--- config.mk ---
export PLATFORM = sky130hd
export DESIGN_NAME = idj_exec
export DESIGN_NICKNAME = d
export VERILOG_FILES = /design/src/hdl/idj_pkg.sv /design/src/hdl/idj_exec.sv
export VERILOG_INCLUDE_DIRS = /design/src /design/src/hdl
export SDC_FILE = /design/constraint.sdc
export NUM_CORES = 1
export LEC_CHECK = 0
export BUFFER_PORTS_ARGS = -buffer_cell sky130_fd_sc_hd__buf_4
export CAP_MARGIN = 10
export CELL_PAD_IN_SITES_DETAIL_PLACEMENT = 0
export CELL_PAD_IN_SITES_GLOBAL_PLACEMENT = 1
export CORE_ASPECT_RATIO = 0.8
export CORE_MARGIN = 5
export CORE_UTILIZATION = 35
export CTS_BUF_LIST = sky130_fd_sc_hd__clkbuf_2
export CTS_CLUSTER_DIAMETER = 60
export CTS_CLUSTER_SIZE = 30
export DETAILED_ROUTE_END_ITERATION = 10
export GPL_TIMING_DRIVEN = 1
export PLACE_DENSITY_LB_ADDON = 0.2
export SLEW_MARGIN = 10
export SYNTH_ARGS = -nofsm -noshare
export SYNTH_HDL_FRONTEND = slang
export SYNTH_SLANG_ARGS = --single-unit
--- constraint.sdc ---
create_clock -name clock -period 1 [get_ports clock]
set_input_delay 0.2 -clock clock [delete_from_list [all_inputs] [get_ports clock]]
set_output_delay 0.2 -clock clock [all_outputs]
set_load 0.01 [all_outputs]
--- src/hdl/idj_defs.svh ---
// Constants of the increment, decrement, invert, interrupt enable and jump unit.
`ifndef IDJ_DEFS_SVH
`define IDJ_DEFS_SVH

// ----------------------------------------------------------------------
// Status register bit positions
// ----------------------------------------------------------------------
`define IDJ_C_BIT      0
`define IDJ_Z_BIT      1
`define IDJ_N_BIT      2
`define IDJ_GIE_BIT    3
`define IDJ_PROCESSOR_OFF_BIT_BIT 4
`define IDJ_OSCILLATOR_OFF_BIT_BIT 5
`define IDJ_V_BIT      8

// ----------------------------------------------------------------------
// Masks and operand constants
// ----------------------------------------------------------------------
`define IDJ_GIE_MASK   16'h0008
`define IDJ_SIGN_W     16'h8000
`define IDJ_SIGN_B     16'h0080
`define IDJ_ONES_W     16'hFFFF
`define IDJ_ONES_B     16'h00FF
`define IDJ_ONE        16'h0001
`define IDJ_TWO        16'h0002
`define IDJ_JOFS_W     10

// ----------------------------------------------------------------------
// Reset values
// ----------------------------------------------------------------------
`define IDJ_RST_WORD   16'h0000

`endif

--- src/hdl/idj_pkg.sv ---
// Types shared by the increment, decrement, invert and jump unit.
`default_nettype none
package idj_pkg;

    // Operation codes as handed over by the instruction decoder.
    typedef enum logic [2:0] {
        IDJ_OP_NONE = 3'h0,
        IDJ_OP_DEC1 = 3'h1,
        IDJ_OP_DEC2 = 3'h2,
        IDJ_OP_INC1 = 3'h3,
        IDJ_OP_INC2 = 3'h4,
        IDJ_OP_INV  = 3'h5,
        IDJ_OP_INTERRUPT_DISABLE_OP = 3'h6,
        IDJ_OP_INTERRUPT_ENABLE_OP = 3'h7
    } idj_op_t;

    // One instruction with its fetched operands.
    typedef struct packed {
        logic        valid;
        idj_op_t     op;
        logic        jump_carry;
        logic        byte_mode;
        logic        dst_is_reg;
        logic [15:0] dst;
        logic [15:0] sr;
        logic [15:0] pc;
        logic [9:0]  offset;
    } idj_req_t;

    // Write-back towards register file, status register and program counter.
    typedef struct packed {
        logic        valid;
        logic        dst_we;
        logic        byte_we;
        logic [15:0] result;
        logic        sr_we;
        logic [15:0] sr;
        logic        pc_we;
        logic [15:0] pc;
    } idj_rsp_t;

endpackage
`default_nettype wire

--- src/hdl/idj_exec.sv ---
// Execution unit for increment, decrement, invert, interrupt enable and carry jump.
`include "idj_defs.svh"
`default_nettype none
module idj_exec (
    input  wire logic             clock,
    input  wire logic             reset_n,
    input  wire logic             clock_en,
    input  wire idj_pkg::idj_req_t req,
    output var  idj_pkg::idj_rsp_t rsp,
    output var  logic             irq_block
);

    // ------------------------------------------------------------------
    // Operation decode
    // ------------------------------------------------------------------

    logic is_dec1;
    logic is_dec2;
    logic is_inc1;
    logic is_inc2;
    logic is_inv;
    logic is_interrupt_disable_op;
    logic is_interrupt_enable_op;
    logic is_arith;
    logic take;

    // The carry jump arrives as its own flag; when it shares a cycle with an op code, it blocks that op code's writes.
    assign is_dec1  = req.op == idj_pkg::IDJ_OP_DEC1;
    assign is_dec2  = req.op == idj_pkg::IDJ_OP_DEC2;
    assign is_inc1  = req.op == idj_pkg::IDJ_OP_INC1;
    assign is_inc2  = req.op == idj_pkg::IDJ_OP_INC2;
    assign is_inv   = req.op == idj_pkg::IDJ_OP_INV;
    assign is_interrupt_disable_op  = req.op == idj_pkg::IDJ_OP_INTERRUPT_DISABLE_OP;
    assign is_interrupt_enable_op  = req.op == idj_pkg::IDJ_OP_INTERRUPT_ENABLE_OP;
    assign is_arith = is_dec1 | is_dec2 | is_inc1 | is_inc2 | is_inv;
    assign take     = clock_en & req.valid;

    // ------------------------------------------------------------------
    // Operand width handling
    // ------------------------------------------------------------------

    logic [15:0] ones;
    logic [15:0] sign;
    logic [15:0] val;

    // Byte forms work on the low byte only, with bit 7 as the sign.
    assign ones = req.byte_mode ? `IDJ_ONES_B : `IDJ_ONES_W;
    assign sign = req.byte_mode ? `IDJ_SIGN_B : `IDJ_SIGN_W;
    assign val  = req.dst & ones;

    // ------------------------------------------------------------------
    // Result
    // ------------------------------------------------------------------

    logic [15:0] raw;
    logic [15:0] result;
    logic        res_neg;

    assign raw = is_dec1 ? val - `IDJ_ONE :
                 is_dec2 ? val - `IDJ_TWO :
                 is_inc1 ? val + `IDJ_ONE :
                 is_inc2 ? val + `IDJ_TWO :
                 ~val;
    // Masking drops the borrow or carry above the width, and in byte forms empties the upper byte.
    assign result  = raw & ones;
    assign res_neg = |(result & sign);

    // ------------------------------------------------------------------
    // Flags, taken from the operand value rather than from an adder carry
    // ------------------------------------------------------------------

    logic [15:0] max_pos;
    logic        was_ones;
    logic        flag_z;
    logic        flag_c;
    logic        flag_v;

    assign max_pos  = sign - `IDJ_ONE;
    assign was_ones = val == ones;

    assign flag_z = is_dec1 ? val == `IDJ_ONE :
                    is_dec2 ? val == `IDJ_TWO :
                    is_inc1 ? was_ones :
                    is_inc2 ? val == ones - `IDJ_ONE :
                    was_ones;

    assign flag_c = is_dec1 ? val != `IDJ_RST_WORD :
                    is_dec2 ? val > `IDJ_ONE :
                    is_inc1 ? was_ones :
                    is_inc2 ? val >= ones - `IDJ_ONE :
                    !was_ones;

    assign flag_v = is_dec1 ? val == sign :
                    is_dec2 ? (val == sign) |
                              (val == sign + `IDJ_ONE) :
                    is_inc1 ? val == max_pos :
                    is_inc2 ? (val == max_pos) |
                              (val == max_pos - `IDJ_ONE) :
                    |(val & sign);

    // ------------------------------------------------------------------
    // Status register update
    // ------------------------------------------------------------------

    logic [15:0] sr_arith;
    logic [15:0] sr_next;

    // Only the four arithmetic flags are replaced; mode bits pass through as read.
    always_comb begin
        sr_arith                 = req.sr;
        sr_arith[`IDJ_C_BIT]     = flag_c;
        sr_arith[`IDJ_Z_BIT]     = flag_z;
        sr_arith[`IDJ_N_BIT]     = res_neg;
        sr_arith[`IDJ_V_BIT]     = flag_v;
    end

    assign sr_next = is_interrupt_disable_op ? req.sr & ~`IDJ_GIE_MASK :
                     is_interrupt_enable_op ? req.sr | `IDJ_GIE_MASK :
                     sr_arith;

    // ------------------------------------------------------------------
    // Carry jump
    // ------------------------------------------------------------------

    logic        jump_go;
    logic [15:0] jump_step;
    logic [15:0] jump_pc;

    // The incoming PC already points at the next instruction.
    assign jump_go   = req.jump_carry & req.sr[`IDJ_C_BIT];
    assign jump_step = {{5{req.offset[`IDJ_JOFS_W-1]}}, req.offset, 1'b0};
    assign jump_pc   = req.pc + jump_step;

    // ------------------------------------------------------------------
    // Write-back word
    // ------------------------------------------------------------------

    idj_pkg::idj_rsp_t next_rsp;
    logic              next_block;

    assign next_rsp.valid   = req.valid;
    assign next_rsp.dst_we  = req.valid & is_arith & !req.jump_carry;
    assign next_rsp.byte_we = req.byte_mode & !req.dst_is_reg;
    assign next_rsp.result  = result;
    assign next_rsp.sr_we   = req.valid & !req.jump_carry &
                              (is_arith | is_interrupt_disable_op | is_interrupt_enable_op);
    assign next_rsp.sr      = sr_next;
    assign next_rsp.pc_we   = req.valid & jump_go;
    assign next_rsp.pc      = jump_pc;

    // Interrupt service is held off for exactly one more instruction after enable.
    assign next_block = is_interrupt_enable_op & !req.jump_carry;

    // ------------------------------------------------------------------
    // Output registers
    // ------------------------------------------------------------------

    // Outputs come straight from flops so the write-back path sees a clean edge.
    always_ff @(posedge clock or negedge reset_n) begin
        if (!reset_n) begin
            rsp <= '0;
        end else if (clock_en) begin
            rsp <= next_rsp;
        end
    end

    // The hold-off clears only when the following instruction retires.
    always_ff @(posedge clock or negedge reset_n) begin
        if (!reset_n) begin
            irq_block <= 1'b0;
        end else if (take) begin
            irq_block <= next_block;
        end
    end

    // ------------------------------------------------------------------
    // Checking helpers
    // ------------------------------------------------------------------

    idj_pkg::idj_req_t last;
    logic [15:0]       l_ones;
    logic [15:0]       l_sign;
    logic [15:0]       l_val;
    logic [15:0]       l_ofs;
    logic              l_arith;

    // A copy of the request sampled at the last enabled edge, valid or not, read only by the checks below.
    always_ff @(posedge clock or negedge reset_n) begin
        if (!reset_n) begin
            last <= '0;
        end else if (clock_en) begin
            last <= req;
        end
    end

    assign l_ones  = last.byte_mode ? `IDJ_ONES_B : `IDJ_ONES_W;
    assign l_sign  = last.byte_mode ? `IDJ_SIGN_B : `IDJ_SIGN_W;
    assign l_val   = last.dst & l_ones;
    assign l_ofs   = {{5{last.offset[`IDJ_JOFS_W-1]}}, last.offset, 1'b0};
    assign l_arith = rsp.valid & !last.jump_carry & (last.op != idj_pkg::IDJ_OP_NONE) &
                     (last.op != idj_pkg::IDJ_OP_INTERRUPT_DISABLE_OP) & (last.op != idj_pkg::IDJ_OP_INTERRUPT_ENABLE_OP);
endmodule
`default_nettype wire

==> results.toml <==
[timing]
tightestPinTransition_ns = 0.447
rsz0062_at_grt = "true"
slew_viol_final = 0
fin_ws_ns = -0.660
hold_viol_final = 0
post-route-period-util_pct = 166
fin_crit_ns = 1.66
max_freq_mhz = 602
whs_ns = 0.0728
setup_viol = 87
timing.slew.headroom_pct = 69.9
clock_skew_ns = 0

[clocking]
cts_buffers = 5
cts.sink_count = 54
clk_path_buf_depth = 2
cts_tree = "done"
clk_pin_slew_ns = 0.27
cts_max_level = 2
root_buffer = "clkbuf_2"
clk_latency_ns = 0.44

[synth]
synth_xor_area_share_pct = 5.93
synth_top_family_by_area = "compound AO/OA/AOI/OAI gates"
synthMuxAreaShare_pct = 8.13
synth_area_per_cell_um2 = 9.01
ys.flop_type = "dfrtp_1"
syn_nets = 551
yosys.area_share.simple_pct = 18.3
synth-seq-cells = 54
ys_types = 68
synth_compound_area_share_pct = 22.9
synth-edff-count = 0
ys_seq_area_share_pct = 32.7
postSynth.asyncResetShare_pct = 100
synthAdderAreaFrac_pct = 7.44
synthCells = 459
syn_area_mm2 = 0.00414
synth_warnings = 0

[hold_path]
hp-class = "in -> reg"

[pwr]
max-vdd-ir-drop_v = 0.000601
power.density_mw_per_mm2 = 972
report.power.total_mw = 8.12
power_leakage_nw = 3.77

[worst_setup_path]
cp-end-kind = "flip-flop"
cp-start-kind = "primary input"
required_ns = 1.39
cp_max_fo = 3
worst_ep_arrival_time_ns = 2.05
path_class = "in -> reg"

[placement]
io_buffers = 121
place_congestion = 0.864
post-place-ws_ns = -1.28
dp_hpwl_um = 11700

[final_layout]
n_antenna_cell = 0
drive_above_1_share_pct = 62.1
area_growth_pct = 102
nNetsFinal = 879

[floorplan]
die-width_um = 132
coreArea_mm2 = 0.0116
ios = 122
placementRows = 35
die_h_um = 107
initial_core_util_pct = 35.8
die_area_mm2 = 0.0141

[routing]
drc_errors = 0
drt_iter0_markers = 258
routed_wl_um = 16400
drt-wirelength-per-cell_um = 17.5
via_count = 4921
drtPass1Iterations = 5
drtAntennaViolNets = 0
viasPerCell = 5.26

[global_route]
grt_pass1_vias = 5109
grt_antenna_before_repair = 0
track_usage_pct = 22.5
grt_max_degree = 27
grt_pass1_wl_um = 26100
grt-ovfl-total = 0

[status]
violations = "setup timing"
outcome = "finished with violations"

[job]
drv_cap = 0
[cell families after synthesis]
kind of cell / after synthesis
xor gates and xnor gates: 28
muxes: 30
DFF: 54
adders and majority gates: 24
buffers and inverters: 44
AOI/OAI and AO/OA: 141
and+or+nand+nor: 138
[cell usage in the layout (no fill, tap or decap), types with 6 or more instances in the layout]
master	instances
buf_6	103
xnor2_1	16
a21oi_4	8
xor2_1	9
nand2_1	28
buf_12	6
mux2_2	17
nor2_1	28
o21a_1	6
inv_1	14
o31ai_1	8
clkbuf_2	6
a31oi_1	9
ha_4	8
buf_4	208
a21o_1	7
dlygate4sd3_1	23
o21ai_1	8
mux2_4	12
o21ai_0	9
a21oi_1	22
dfrtp_1	54
ha_1	11
a21oi_2	10
buf_8	7
[power breakdown]
group	total [mW]	internal [mW]	switching, mW	leakage (nW)
clock	1.16	0.430	0.731	0.0392
combinational	4.20	2.46	1.75	3.08
sequential	2.75	2.51	0.244	0.651
total	8.12	5.40	2.72	3.77
[registers in the layout (all words and copies together) (netlist names)]
signal,count
rsp,53
irq_block,1
[critical path: stages]
cell	delay, ns
buf_8	0.10
ha_4	0.22
a21o_1	0.15
a21o_1	0.20
a2111oi_4	0.42
buf_4	0.20
o31ai_4	0.06
a21oi_2	0.16
xnor2_1	0.08
mux2_4	0.25
[path summary, 6_finish.rpt]
path | cells after the start | slack, ns | to | from
hold / removal | 4 | 0.07 | rsp[18] | req[27]
hold reg to reg | 2 | 0.55 | rsp[48] | rsp[48]
setup / recovery | 10 | -0.66 | rsp[12] | req[1]
setup reg to reg | 3 | -0.03 | rsp[30] | rsp[30]
max in group asynchronous | 3 | 0.48 | rsp[38] | reset_n
min in group asynchronous | 2 | 0.08 | rsp[19] | reset_n
[final cells by class]
type                    count  area, um^2
repair buffers            347        3180
flip-flops and latches     54        1350
multi-input cells         361        3490
clock buffers               6        30.0
inverters                  18        78.8
well taps                 148         185
clock inverters             2        37.5
fillers                   848        3210
[routing by layer]
layer	vias to the layer above	GRT usage, %	wire, um
li1	2356	-	-
met1	2379	29.4	7220
met2	168	37.8	7950
met3	18	5.93	1060
met4	0	4.33	196
met5	-	0	0
[repair_timing]
item / 4_1_cts / 5_1_grt
setup buffers: 28 / 20
cloned: 0 / 0
resized for setup: 182 / 64
hold buffers: 22 / 1
pin swaps: 59 / 40
endpoints found under the hold margin: 75 / 1
setup endpoints to repair: 83 / 84
[synth_stat cells (8+ instances only)]
master    count  area share (%)
a21oi_1      39             4.7
a31oi_1      17             2.6
buf_2        12             1.5
dfrtp_1      54              33
ha_1         23             7.0
inv_1        18             1.6
mux2_2       29             7.9
nand2_1      33             3.0
nand2b_1      8             1.2
nor2_1       36             3.3
nor3_1       14             1.7
o21ai_0      19             2.3
o31ai_1      11             2.0
xnor2_1      19             4.0
xor2_1        9             1.9
[stage by stage]
step / utilization [%] / instance area, um^2 / setup TNS [ns] / cells
4_1_cts: 68.4 / 7910 / -24.97 / 917
3_3_place_gp: 57.4 / 6640 / -30.70 / 862
2_1_floorplan: - / 4480 / -21.23 / 459
6_report: 72.2 / 8350 / -24.91 / 936
5_1_grt: 72.2 / 8350 / -29.67 / 936
3_5_place_dp: 57.4 / 6640 / -31.56 / 862
Note: power is estimated with default switching activity, not from simulation.
